==> src/rx_ptp_sop_timestamp_pkg.sv <==
package rx_ptp_sop_timestamp_pkg;

  localparam int          time_width      = 80;
  localparam int          lane_count      = 20;
  localparam int          lane_idx_width  = 5;
  localparam int          fill_width      = 7;
  localparam int          seg_count       = 4;

  // normal clock mode field widths
  localparam int          sec_width       = 48;
  localparam int          ns_width        = 32;
  // transparent clock mode field positions
  localparam int          tc_sign_bit     = 63;
  localparam int          tc_ns_msb       = 62;
  localparam int          tc_ns_lsb       = 16;
  localparam int          tc_frac_msb     = 15;
  localparam int          tc_frac_lsb     = 0;

  localparam logic [79:0] time_reset      = 80'h0;
  localparam logic [4:0]  lane_reset      = 5'h0;
  localparam logic [6:0]  fill_reset      = 7'h0;

  typedef struct packed {
    logic [47:0] seconds;
    logic [31:0] nanoseconds;
  } normal_time_type;

  typedef struct packed {
    logic [15:0] unused;
    logic        sign;
    logic [46:0] nanoseconds;
    logic [15:0] frac_ns;
  } transparent_time_type;

  typedef struct packed {
    logic [79:0] capture_time;
    logic [4:0]  lane_index;
  } sop_report_type;

  localparam sop_report_type report_reset = '{time_reset, lane_reset};

endpackage

==> src/rx_ptp_sop_timestamp.sv <==
module rx_ptp_sop_timestamp #(
  parameter int lanes    = rx_ptp_sop_timestamp_pkg::lane_count,
  parameter int segments = rx_ptp_sop_timestamp_pkg::seg_count
) (
  input  wire logic         clk,
  input  wire logic         rst,
  input  wire logic [79:0]  rx_system_time_in,
  input  wire logic         transparent_mode,
  input  wire logic [lanes-1:0] sop_plane_hit,
  input  wire logic [segments-1:0] bus_sop,
  input  wire logic [lanes-1:0][6:0] deskew_fill_in,
  output logic      [79:0]  rx_sop_capture_time,
  output logic      [4:0]   rx_sop_lane_index,
  output logic      [lanes-1:0][6:0] rx_lane_deskew_fill_level,
  output logic              report_ready
);

  // the logic is written for these exact sizes, with any segment count from one up; refuse anything else
  initial begin
    if (lanes != rx_ptp_sop_timestamp_pkg::lane_count) begin
      $error("lane count must match the 5-bit index and 20 lanes");
    end
    if (segments < 1) begin
      $error("at least one bus segment is needed");
    end
    if (rx_ptp_sop_timestamp_pkg::time_width != 80) begin
      $error("timer word must be 80 bits wide");
    end
    if (rx_ptp_sop_timestamp_pkg::lane_idx_width != 5) begin
      $error("lane index must be 5 bits wide");
    end
    if (rx_ptp_sop_timestamp_pkg::fill_width != 7) begin
      $error("fill level must be 7 bits wide");
    end
    if (rx_ptp_sop_timestamp_pkg::lane_count
        > 2 ** rx_ptp_sop_timestamp_pkg::lane_idx_width) begin
      $error("lane index too narrow for the lane count");
    end
    if (rx_ptp_sop_timestamp_pkg::sec_width
        + rx_ptp_sop_timestamp_pkg::ns_width
        != rx_ptp_sop_timestamp_pkg::time_width) begin
      $error("seconds and nanoseconds must fill the timer word");
    end
    if ($bits(rx_ptp_sop_timestamp_pkg::normal_time_type)
        != rx_ptp_sop_timestamp_pkg::time_width) begin
      $error("normal view must cover the timer word");
    end
    if ($bits(rx_ptp_sop_timestamp_pkg::transparent_time_type)
        != rx_ptp_sop_timestamp_pkg::time_width) begin
      $error("transparent view must cover the timer word");
    end
    if (rx_ptp_sop_timestamp_pkg::tc_sign_bit
        != rx_ptp_sop_timestamp_pkg::tc_ns_msb + 1) begin
      $error("sign must sit just above the nanoseconds");
    end
    if (rx_ptp_sop_timestamp_pkg::tc_ns_lsb
        != rx_ptp_sop_timestamp_pkg::tc_frac_msb + 1) begin
      $error("nanoseconds must sit just above the fraction");
    end
    if (rx_ptp_sop_timestamp_pkg::tc_frac_lsb != 0) begin
      $error("fraction must start at bit 0");
    end
    if (rx_ptp_sop_timestamp_pkg::tc_sign_bit
        >= rx_ptp_sop_timestamp_pkg::time_width) begin
      $error("sign bit must lie inside the timer word");
    end
    if ($bits(rx_ptp_sop_timestamp_pkg::sop_report_type)
        != rx_ptp_sop_timestamp_pkg::time_width
        + rx_ptp_sop_timestamp_pkg::lane_idx_width) begin
      $error("report must hold one time and one lane index");
    end
  end

  // lowest lane wins when several lanes see the sop in one cycle
  function automatic logic [4:0] first_lane(input logic [lanes-1:0] hits);
    logic [4:0] idx;
    idx = rx_ptp_sop_timestamp_pkg::lane_reset;
    for (int i = lanes - 1; i >= 0; i--) begin
      if (hits[i]) begin
        idx = 5'(i);
      end
    end
    return idx;
  endfunction

  // timer synchroniser: the timer word is on the lane serial clock
  logic [79:0] time_s1_q;
  logic [79:0] time_s2_q;
  logic [79:0] time_s3_q;
  logic [79:0] time_q;
  logic [79:0] time_d;
  logic [79:0] time_s1_d;
  logic [79:0] time_s2_d;
  logic [79:0] time_s3_d;

  // a word is taken only after two equal samples, so a sample caught
  // mid-change is never used; the cost is one cycle of extra latency
  always_comb begin
    time_s1_d = rx_system_time_in;
    time_s2_d = time_s1_q;
    time_s3_d = time_s2_q;
    time_d    = time_q;
    if (time_s2_q == time_s3_q) begin
      time_d = time_s2_q;
    end
  end

  always_ff @(posedge clk or posedge rst) begin
    if (rst) begin
      time_s1_q <= rx_ptp_sop_timestamp_pkg::time_reset;
      time_s2_q <= rx_ptp_sop_timestamp_pkg::time_reset;
      time_s3_q <= rx_ptp_sop_timestamp_pkg::time_reset;
      time_q    <= rx_ptp_sop_timestamp_pkg::time_reset;
    end else begin
      time_s1_q <= time_s1_d;
      time_s2_q <= time_s2_d;
      time_s3_q <= time_s3_d;
      time_q    <= time_d;
    end
  end

  // the layout is not reshaped in either mode; the views only name fields
  rx_ptp_sop_timestamp_pkg::normal_time_type      normal_view;
  rx_ptp_sop_timestamp_pkg::transparent_time_type tc_view;
  rx_ptp_sop_timestamp_pkg::sop_report_type       stamp;

  always_comb begin
    normal_view = time_q;
    tc_view     = time_q;
    stamp.capture_time = transparent_mode ? 80'(tc_view)
                                          : 80'(normal_view);
    stamp.lane_index   = first_lane(sop_plane_hit);
  end

  // report stage plus one pending slot for a second packet in flight
  rx_ptp_sop_timestamp_pkg::sop_report_type out_q;
  rx_ptp_sop_timestamp_pkg::sop_report_type out_d;
  rx_ptp_sop_timestamp_pkg::sop_report_type pend_q;
  rx_ptp_sop_timestamp_pkg::sop_report_type pend_d;
  logic out_busy_q;
  logic out_busy_d;
  logic pend_valid_q;
  logic pend_valid_d;
  logic hit;
  logic consumed;

  always_comb begin
    hit          = |sop_plane_hit;
    consumed     = |bus_sop;
    out_d        = out_q;
    out_busy_d   = out_busy_q;
    pend_d       = pend_q;
    pend_valid_d = pend_valid_q;
    if (consumed) begin
      if (pend_valid_q) begin
        out_d        = pend_q;
        pend_valid_d = 1'b0;
      end else begin
        out_busy_d = 1'b0;
      end
    end
    if (hit) begin
      if (!out_busy_d) begin
        out_d      = stamp;
        out_busy_d = 1'b1;
      end else begin
        // a third packet before the first leaves overwrites the slot
        pend_d       = stamp;
        pend_valid_d = 1'b1;
      end
    end
  end

  logic [lanes-1:0][6:0] fill_q;
  logic [lanes-1:0][6:0] fill_d;

  // fill levels already run on this clock, so one register is enough
  always_comb begin
    fill_d = deskew_fill_in;
  end

  always_ff @(posedge clk or posedge rst) begin
    if (rst) begin
      fill_q <= '{default: rx_ptp_sop_timestamp_pkg::fill_reset};
    end else begin
      fill_q <= fill_d;
    end
  end

  always_ff @(posedge clk or posedge rst) begin
    if (rst) begin
      out_q        <= rx_ptp_sop_timestamp_pkg::report_reset;
      pend_q       <= rx_ptp_sop_timestamp_pkg::report_reset;
      out_busy_q   <= 1'b0;
      pend_valid_q <= 1'b0;
    end else begin
      out_q        <= out_d;
      pend_q       <= pend_d;
      out_busy_q   <= out_busy_d;
      pend_valid_q <= pend_valid_d;
    end
  end

  always_comb begin
    rx_sop_capture_time       = out_q.capture_time;
    rx_sop_lane_index         = out_q.lane_index;
    rx_lane_deskew_fill_level = fill_q;
    report_ready              = out_busy_q;
  end

endmodule

==> config.mk <==
export PLATFORM = sky130hd
export DESIGN_NAME = rx_ptp_sop_timestamp
export DESIGN_NICKNAME = d
export VERILOG_FILES = /design/src/rx_ptp_sop_timestamp_pkg.sv /design/src/rx_ptp_sop_timestamp.sv
export SDC_FILE = /design/constraint.sdc
export NUM_CORES = 1
export LEC_CHECK = 0
export BUFFER_PORTS_ARGS = -buffer_cell sky130_fd_sc_hd__buf_2
export CORE_MARGIN = 2
export CORE_UTILIZATION = 40
export DETAILED_ROUTE_END_ITERATION = 10
export GPL_TIMING_DRIVEN = 1
export PLACE_DENSITY_LB_ADDON = 0.12
export SLEW_MARGIN = 5
export SYNTH_ARGS = -nofsm -noshare
export SYNTH_HDL_FRONTEND = slang
export SYNTH_SLANG_ARGS = --single-unit
==> constraint.sdc <==
create_clock -name clk -period 20.6 [get_ports clk]
set_input_delay 1.03 -clock clk [delete_from_list [all_inputs] [get_ports clk]]
set_output_delay 1.03 -clock clk [all_outputs]
set_load 0.05 [all_outputs]
==> flow_summary.toml, run 1 <==
[outcome]
outcome = "completed"

[grt]
grt_pass1_vias = 12700
grt_overflow = 0
grt_max_degree = 184
antenna_found_initial = 5
grt_pass1_wl_mm = 74.1
grt_usage_pct = 18.2

[yosys]
yosys.area_share.simple_pct = 7.68
ys_warn_count = 0
async_reset_ff_share_pct = 100
synth_area_mm2 = 0.0209
synth_edf_count = 0
synth_common_cells = "dfrtp_1, nand2_1, nor2_1"
yosysSeqAreaShare_pct = 75.7
synthMuxAreaShare_pct = 8.40
synth_compound_area_share_pct = 2.90
yosys.area.top_type = "dfrtp_1"
synth_flop_cell = "dfrtp_1"
synthAdderAreaFrac_pct = 0
netlist.area_leader.share_pct = 75.7
synth_top_family_by_area = "multiplexers"
synth_area_per_cell_um2 = 14.7
netlist_instances = 1425
synth_seq_cells = 632
syn-num-nets = 1672
synth.distinct_cells = 34
synth_xor_area_share_pct = 3.35
synth_most_common_cell = "dfrtp_1"
synth.area.top_cells = "dfrtp_1, nand2_1, mux2i_1"

[clock_tree]
clock-sinks = 632
insertion_delay_ns = 0.61
h-tree-depth = 3
post_cts_resized = 0
cts_tree = "done"
path_clk_slew_ns = 0.06
cts_made_buffers = 69
hold_buffers = 0
cts_max_path_buffers = 3
cts-root-buf = "clkbuf_16"
cts_setup_buffers = 0

[die]
die_h_um = 233
die_area_mm2 = 0.0541
io_pins = 473
rows = 83
die_w_um = 233
coreArea_mm2 = 0.0515
initial_utilization_pct = 40.6

[placed_design]
place_hpwl_mm = 31.7
io_buffers = 471
globalplace.congestion = 0.766

[worst_hold_path]
min_path_cells = 0
whs_endpoint = "time_s2_q[51]"
hold_path.class = "reg2reg"
min_from = "time_s1_q[51]"

[critical_path]
path_delay_family = "simple AND/OR/NAND/NOR gates"
crit_buf_inv = 2
r2r_slack_ns = 17.35
arrival_ns = 4.13
start_kind = "input pin"
crit_chain = "buf_2 -> nor4_2 -> nand4_1 -> nor4b_2 -> nand2b_4 -> buf_4 -> nor2_1 -> a21oi_1"
rr_endpoint = "normal_view[41]"
cp_slowest_cell = "buf_4"
ff2ff_path_depth = 6
worstSetupPathType = "in2reg"
max_stage_delay_ns = 0.73
cp_max_fo = 68
reg2reg_from = "time_s2_q[58]"
startpoint = "sop_plane_hit[12]"
crit_path_end_kind = "flip-flop"
cp_data_required_time_ns = 21.12

[timing]
rsz0062_at_grt = "false"
worstMarginPinSlew_ns = 1.09
fin_hold_ws_ns = 0.341
clock_skew_ns = 0.0253
slew_viol_final = 0
max_freq_mhz = 277
finalHoldViolCount = 0
report.final.setup_viol = 0
finalCritPeriodShare_pct = 17.5
setup-tns-final_ns = 0
finalCriticalPeriod_ns = 3.61
slew_headroom_pct = 27.1

[route]
initialDrtViolationCount = 572
drc_errors = 0
via_per_inst = 4.60
wl_per_cell_um = 18.3
wirelength_mm = 48.6
drt-pass1-iter-count = 4
vias = 12200
drtAntennaViolNets = 0

[cells_and_area]
drive_gt1_share_pct = 34.8
final_nets = 2170
syn_to_final_growth_pct = 25.4

[pwr]
p_leak_nw = 13.3
p_per_area_mw_per_mm2 = 104
ir_drop_uv = 76.4

[run]
cap_violations = 0
cell families after synthesis:
family                    Yosys count
xor gates and xnor gates           80
and+or+nand+nor                   384
DFF                               632
buffers and inverters              61
muxes                             165
AOI/OAI and AO/OA                 103
flip-flops by register name, summed over array words and instances (netlist names), 5 cells and up:
register / cells
normal_view: 80
time_s2_q: 80
time_s1_q: 80
rx_sop_lane_index: 5
time_s3_q: 80
rx_lane_deskew_fill_level: 140
pend_q: 85
rx_sop_capture_time: 80
power breakdown:
part / internal (mW) / total, mW / switching (mW)
logic: 0.0445 / 0.166 / 0.121
registers: 1.28 / 1.30 / 0.0202
clock network: 0.757 / 1.25 / 0.495
total: 2.09 / 2.72 / 0.636
layout make-up:
type                       count  area [um^2]
clock inverter                17          288
fill                        4525        25300
sequential                   632        15800
antenna                        1         2.50
clock buffer                 102         2050
multi-input combinational    732         4700
tap                          680          851
timing repair buffer         482         2460
inverter                       6         30.0
worst register-to-register path, cell delays in order, from the launching register on:
cell and delay, ns:
dfrtp_1 0.44, xor2_1 0.19, nor4_1 0.68, nand4_1 0.47, nor3_4 0.29, buf_4 0.63
mux2_2 0.43
worst max path at each step:
stage	cells past startpoint	endpoint	slack (ns)
after CTS	8	rx_sop_capture_time[58]	16.94
after detailed placement	8	rx_sop_capture_time[58]	16.31
after global routing	8	rx_sop_capture_time[26]	16.71
final	8	rx_sop_capture_time[22]	16.99
after global placement	8	rx_sop_capture_time[55]	16.34
after floorplan	1	normal_view[0]	1.87
through the flow:
stage | cells | instance area (um^2) | total power, mW | setup slack (ns) | utilization [%]
after global placement | 2532 | 23900 | 1.49 | 16.34 | 46.3
after CTS | 2651 | 26200 | 2.76 | 16.94 | 50.9
after floorplan | 1425 | 20900 | 1.43 | 1.87 | -
after global routing | 2652 | 26200 | 2.83 | 16.71 | 50.9
final | 2652 | 26200 | 2.72 | 16.99 | 50.9
after detailed placement | 2532 | 23900 | 1.50 | 16.31 | 46.3
cell usage in the layout (no fill, tap or decap), types with 4 or more instances in the layout:
cell	netlist	layout
bufinv_16	0	5
inv_1	6	5
nand4_1	15	15
clkbuf_8	0	20
clkbuf_1	9	13
xnor2_1	48	48
clkinv_2	0	4
mux2i_1	82	82
a21oi_2	19	19
nor4_1	14	14
o21ai_0	9	9
buf_4	12	9
mux2_2	68	68
mux2_1	15	15
xor2_1	32	32
nand2_1	252	252
a21oi_1	68	68
buf_2	20	471
clkbuf_16	0	69
nor2_1	87	86
dfrtp_1	632	632
layer usage:
metal | up-vias | track usage (%) | part of all wire, %
met2 | 342 | 29.4 | 49
met5 | - | 0 | 0.053
met1 | 6083 | 23.2 | 42
met4 | 4 | 5.85 | 2.3
met3 | 87 | 5.86 | 7.1
li1 | 5677 | - | -
Power figures use the tool's default switching activity.
==> run 2, diff against run 1 <==
==> constraint.sdc (replaced) <==
create_clock -name clk -period 3.6 [get_ports clk]
set_input_delay 0.18 -clock clk [delete_from_list [all_inputs] [get_ports clk]]
set_output_delay 0.18 -clock clk [all_outputs]
set_load 0.05 [all_outputs]
==> flow_summary.toml, run 2 (same netlist as run 1, synthesis figures left out) <==
[route]
vias = 13200
drtAntennaViolNets = 0
wirelength_mm = 52.9
drt-pass1-iter-count = 5
via_per_inst = 4.55
initialDrtViolationCount = 698
wl_per_cell_um = 18.2
drc_errors = 0

[grt]
grt_max_degree = 114
grt_overflow = 0
grt_pass1_vias = 14200
grt_pass1_wl_mm = 81.8
antenna_found_initial = 5
grt_usage_pct = 20.0

[die]
die_w_um = 233
die_h_um = 233
rows = 83
coreArea_mm2 = 0.0515
io_pins = 473
die_area_mm2 = 0.0541
initial_utilization_pct = 40.6

[timing]
max_freq_mhz = 356
worstMarginPinSlew_ns = 0.933
finalCritPeriodShare_pct = 78.1
setup_ws_ns = 0.790
finalHoldViolCount = 0
report.final.setup_viol = 0
finalCriticalPeriod_ns = 2.81
clock_skew_ns = 0.0165
slew_headroom_pct = 37.2
rsz0062_at_grt = "false"
slew_viol_final = 0

[clock_tree]
cts_tree = "done"
post_cts_resized = 0
clock-sinks = 632
insertion_delay_ns = 0.61
h-tree-depth = 3
cts_setup_buffers = 0
path_clk_slew_ns = 0.06
cts-root-buf = "clkbuf_16"
cts_max_path_buffers = 3
cts_made_buffers = 68

[critical_path]
cp_max_fo = 82
arrival_ns = 3.30
worst_path_most_repeated_cell = "dlygate4sd3_1"
rr_endpoint = "normal_view[60]"
crit_path_end_kind = "flip-flop"
ff2ff_path_depth = 7
max_stage_delay_ns = 0.63
start_kind = "input pin"
worstSetupPathType = "in2reg"
r2r_slack_ns = 0.91
cp_data_required_time_ns = 4.09
cp_slowest_cell = "nor4b_2"
reg2reg_from = "time_s2_q[71]"
crit_chain = "dlygate4sd3_1 -> buf_2 -> nor4_2 -> nand4_1 -> nor4b_2 -> nor2_4 -> buf_12 -> nand3_1 -> dlygate4sd3_1 -> nand2_1"

[cells_and_area]
final_nets = 2418
largest_reg_flops = 140
final_util_pct = 55.8
drive_gt1_share_pct = 31.8
syn_to_final_growth_pct = 37.6
layout_common_cells = "dfrtp_1, buf_2, nand2_1, dlygate4sd3_1, nor2_1"
layout_commonest_cell = "dfrtp_1"

[worst_hold_path]
min_from = "sop_plane_hit[15]"
hold_path.class = "in2reg"
whs_endpoint = "pend_q[4]"
min_path_cells = 4

[placed_design]
dp_slack_ns = 0.789
io_buffers = 471
globalplace.congestion = 0.786
place_hpwl_mm = 32.9

[outcome]
outcome = "completed"

[pwr]
power_mw = 15.8
p_per_area_mw_per_mm2 = 548
ir_drop_uv = 398
p_leak_nw = 14.4

[run]
cap_violations = 0
## run 2: cell count changes in the layout (fill, tap and decap cells not counted), moves of 2 or more
cell / change
dlygate4sd3_1: +234
buf_12: +10
buf_4: +5
clkinv_2: +5
clkbuf_1: -2
clkbuf_8: +2
## run 2: how the worst max path moves through the flow
stage / from / cells after the start / to / slack [ns]
3_5_place_dp: sop_plane_hit[12] / 8 / pend_q[60] / 0.79
5_1_grt: sop_plane_hit[5] / 10 / pend_q[2] / 0.60
6_report: sop_plane_hit[5] / 10 / pend_q[2] / 0.79
2_1_floorplan: rst / 1 / normal_view[0] / -5.21
4_1_cts: time_s2_q[77] / 6 / normal_view[9] / 0.87
3_3_place_gp: sop_plane_hit[8] / 8 / pend_q[57] / 0.86
## run 2: area by class of cell
type	count	area, um^2
tap	680	851
clock inverter	21	275
fill	4254	22800
clock buffer	101	2050
inverter	6	26.3
sequential	632	15800
timing repair buffer	731	5040
multi-input combinational	732	4700
antenna	1	2.50
## run 2: critical path: cells and delay by family
kind | cells | cell delay (ns)
buffers and inverters | 4 | 1.55
and+or+nand+nor | 6 | 1.58
## run 2: what timing repair did
| action | in CTS | in global routing |
|---|---|---|
| hold buffers | 234 | 0 |
| endpoints found under the setup margin | 0 | 0 |
| endpoints found under the hold margin | 251 | 0 |
## run 2: power breakdown
group,internal [mW],switching [mW]
Clock,4.26,2.86
Sequential,7.34,0.118
Combinational,0.435,0.750
## run 2: per-layer routing
| layer | up-vias | GRT usage, % | wire length [um] |
|---|---|---|---|
| li1 | 6179 | - | - |
| met1 | 6579 | 24.8 | 21500 |
| met2 | 367 | 33.4 | 26600 |
| met3 | 94 | 6.04 | 3320 |
| met4 | 4 | 6.65 | 1450 |
| met5 | - | 0 | 24 |
## run 2: stage by stage
stage	area [um^2]	hold slack, ns	setup TNS [ns]	cells
2_1_floorplan	20900	0.211	-3293.24	1425
3_3_place_gp	24100	0.288	0	2547
3_5_place_dp	24100	0.289	0	2547
4_1_cts	28800	0.00637	0	2903
5_1_grt	28800	0.0409	0	2904
6_report	28800	0.0422	0	2904
==> run 3, diff against run 2 <==
==> constraint.sdc (replaced) <==
create_clock -name clk -period 2.9 [get_ports clk]
set_input_delay 0.145 -clock clk [delete_from_list [all_inputs] [get_ports clk]]
set_output_delay 0.145 -clock clk [all_outputs]
set_load 0.05 [all_outputs]
==> flow_summary.toml, run 3 (same netlist as run 1, synthesis figures left out) <==
[clock_tree]
post_cts_resized = 0
clock-sinks = 632
cts_max_path_buffers = 3
cts-root-buf = "clkbuf_16"
cts_setup_buffers = 0
cts_made_buffers = 68
path_clk_slew_ns = 0.05
insertion_delay_ns = 0.60
cts_tree = "done"
h-tree-depth = 3

[worst_hold_path]
hold_path.class = "in2reg"
min_path_cells = 4

[timing]
slew_headroom_pct = 36.2
clock_skew_ns = 0.0221
finalCriticalPeriod_ns = 2.56
max_freq_mhz = 390
finalCritPeriodShare_pct = 88.4
worstMarginPinSlew_ns = 0.947
rsz0062_at_grt = "false"
slew_viol_final = 0
finalHoldViolCount = 0
report.final.setup_viol = 0

[grt]
grt_overflow = 0
antenna_found_initial = 3
grt_pass1_wl_mm = 81.8
grt_pass1_vias = 14500
grt_max_degree = 102
grt_usage_pct = 20.0

[critical_path]
r2r_slack_ns = 0.41
startpoint = "sop_plane_hit[6]"
rr_endpoint = "normal_view[47]"
reg2reg_from = "time_s2_q[30]"
ff2ff_path_depth = 7
max_stage_delay_ns = 0.56
cp_data_required_time_ns = 3.37
cp_slowest_cell = "dlygate4sd3_1"
start_kind = "input pin"
crit_chain = "dlygate4sd3_1 -> buf_2 -> nor4_2 -> nand4_1 -> nor4b_2 -> buf_4 -> nor2_4 -> buf_4 -> nand3_1 -> dlygate4sd3_1 -> nand2_1"
worstSetupPathType = "in2reg"
cp_max_fo = 40
arrival_ns = 3.03
cp-endpoint = "pend_q[2]"
crit_path_end_kind = "flip-flop"

[route]
wl_per_cell_um = 18.0
initialDrtViolationCount = 615
drc_errors = 0
via_per_inst = 4.54
vias = 13300
wirelength_mm = 52.8
drt-pass1-iter-count = 4
drtAntennaViolNets = 0

[pwr]
p_per_area_mw_per_mm2 = 667
ir_drop_uv = 470
p_leak_nw = 14.5
power_mw = 19.3

[cells_and_area]
drive_gt1_share_pct = 31.9
regArea_mm2 = 0.0158
largest_reg_flops = 140
multiInputGateArea_mm2 = 0.00470
syn_to_final_growth_pct = 38.3
final_nets = 2438
layout_commonest_cell = "dfrtp_1"
layout_common_cells = "dfrtp_1, buf_2, nand2_1, dlygate4sd3_1, nor2_1"
postLayoutCellArea_mm2 = 0.0289
fillers = 4316
final_util_pct = 56.1

[placed_design]
place_hpwl_mm = 34.1
globalplace.congestion = 0.782
placed_area_mm2 = 0.0243
io_buffers = 471

[die]
die_w_um = 233
coreArea_mm2 = 0.0515
io_pins = 473
initial_utilization_pct = 40.6
die_h_um = 233
die_area_mm2 = 0.0541
rows = 83

[run]
cap_violations = 0

[outcome]
outcome = "completed"
## run 3: worst max-delay path, delay by kind of cell
family        cells  cell delay (ns)
buf+inv           5             1.75
simple gates      6             1.12
## run 3: layout make-up
type,instances,area share (%)
clock buffers,104,6.88
diodes,3,0.0260
inverters,6,0.0909
well taps,680,2.94
clock inverters,19,0.822
flip-flops and latches,632,54.7
repair buffers,751,18.3
multi-input cells,732,16.2
## run 3: worst min path at each step
stage	end	from	slack, ns
floorplan	rx_lane_deskew_fill_level[0]	deskew_fill_in[0]	0.18
global placement	rx_lane_deskew_fill_level[94]	rst	0.16
detailed placement	rx_lane_deskew_fill_level[94]	rst	0.17
CTS	pend_q[3]	sop_plane_hit[8]	0.01
global route	pend_q[4]	sop_plane_hit[15]	0.05
finish	rx_sop_lane_index[1]	sop_plane_hit[8]	0.05
## run 3: repair_timing
action / CTS / global route
hold endpoints to repair: 344 / 0
endpoints found under the setup margin: 0 / 0
hold buffers: 234 / 0
## run 3: layer usage
metal,track usage [%],routed length (um),vias up
li1,-,-,6225
met1,25.0,21400,6604
met2,33.2,26200,368
met3,5.83,3490,94
met4,7.09,1740,0
met5,0,0,-
## run 3: where the power goes
group          internal [mW]  switching [mW]  leakage [nW]
Clock                   5.11            3.44          1.09
Sequential              9.11           0.149          7.93
Combinational          0.553           0.931          5.44
Total                   14.8            4.52          14.5
## run 3: stage by stage
| stage | TNS (ns) | cells | hold WS [ns] | worst slack [ns] |
|---|---|---|---|---|
| floorplan | -3713.52 | 1425 | 0.176 | -5.88 |
| global placement | 0 | 2567 | 0.164 | 0.364 |
| detailed placement | 0 | 2567 | 0.166 | 0.351 |
| CTS | 0 | 2924 | 0.0120 | 0.333 |
| global route | 0 | 2926 | 0.0482 | 0.195 |
| finish | 0 | 2927 | 0.0468 | 0.337 |
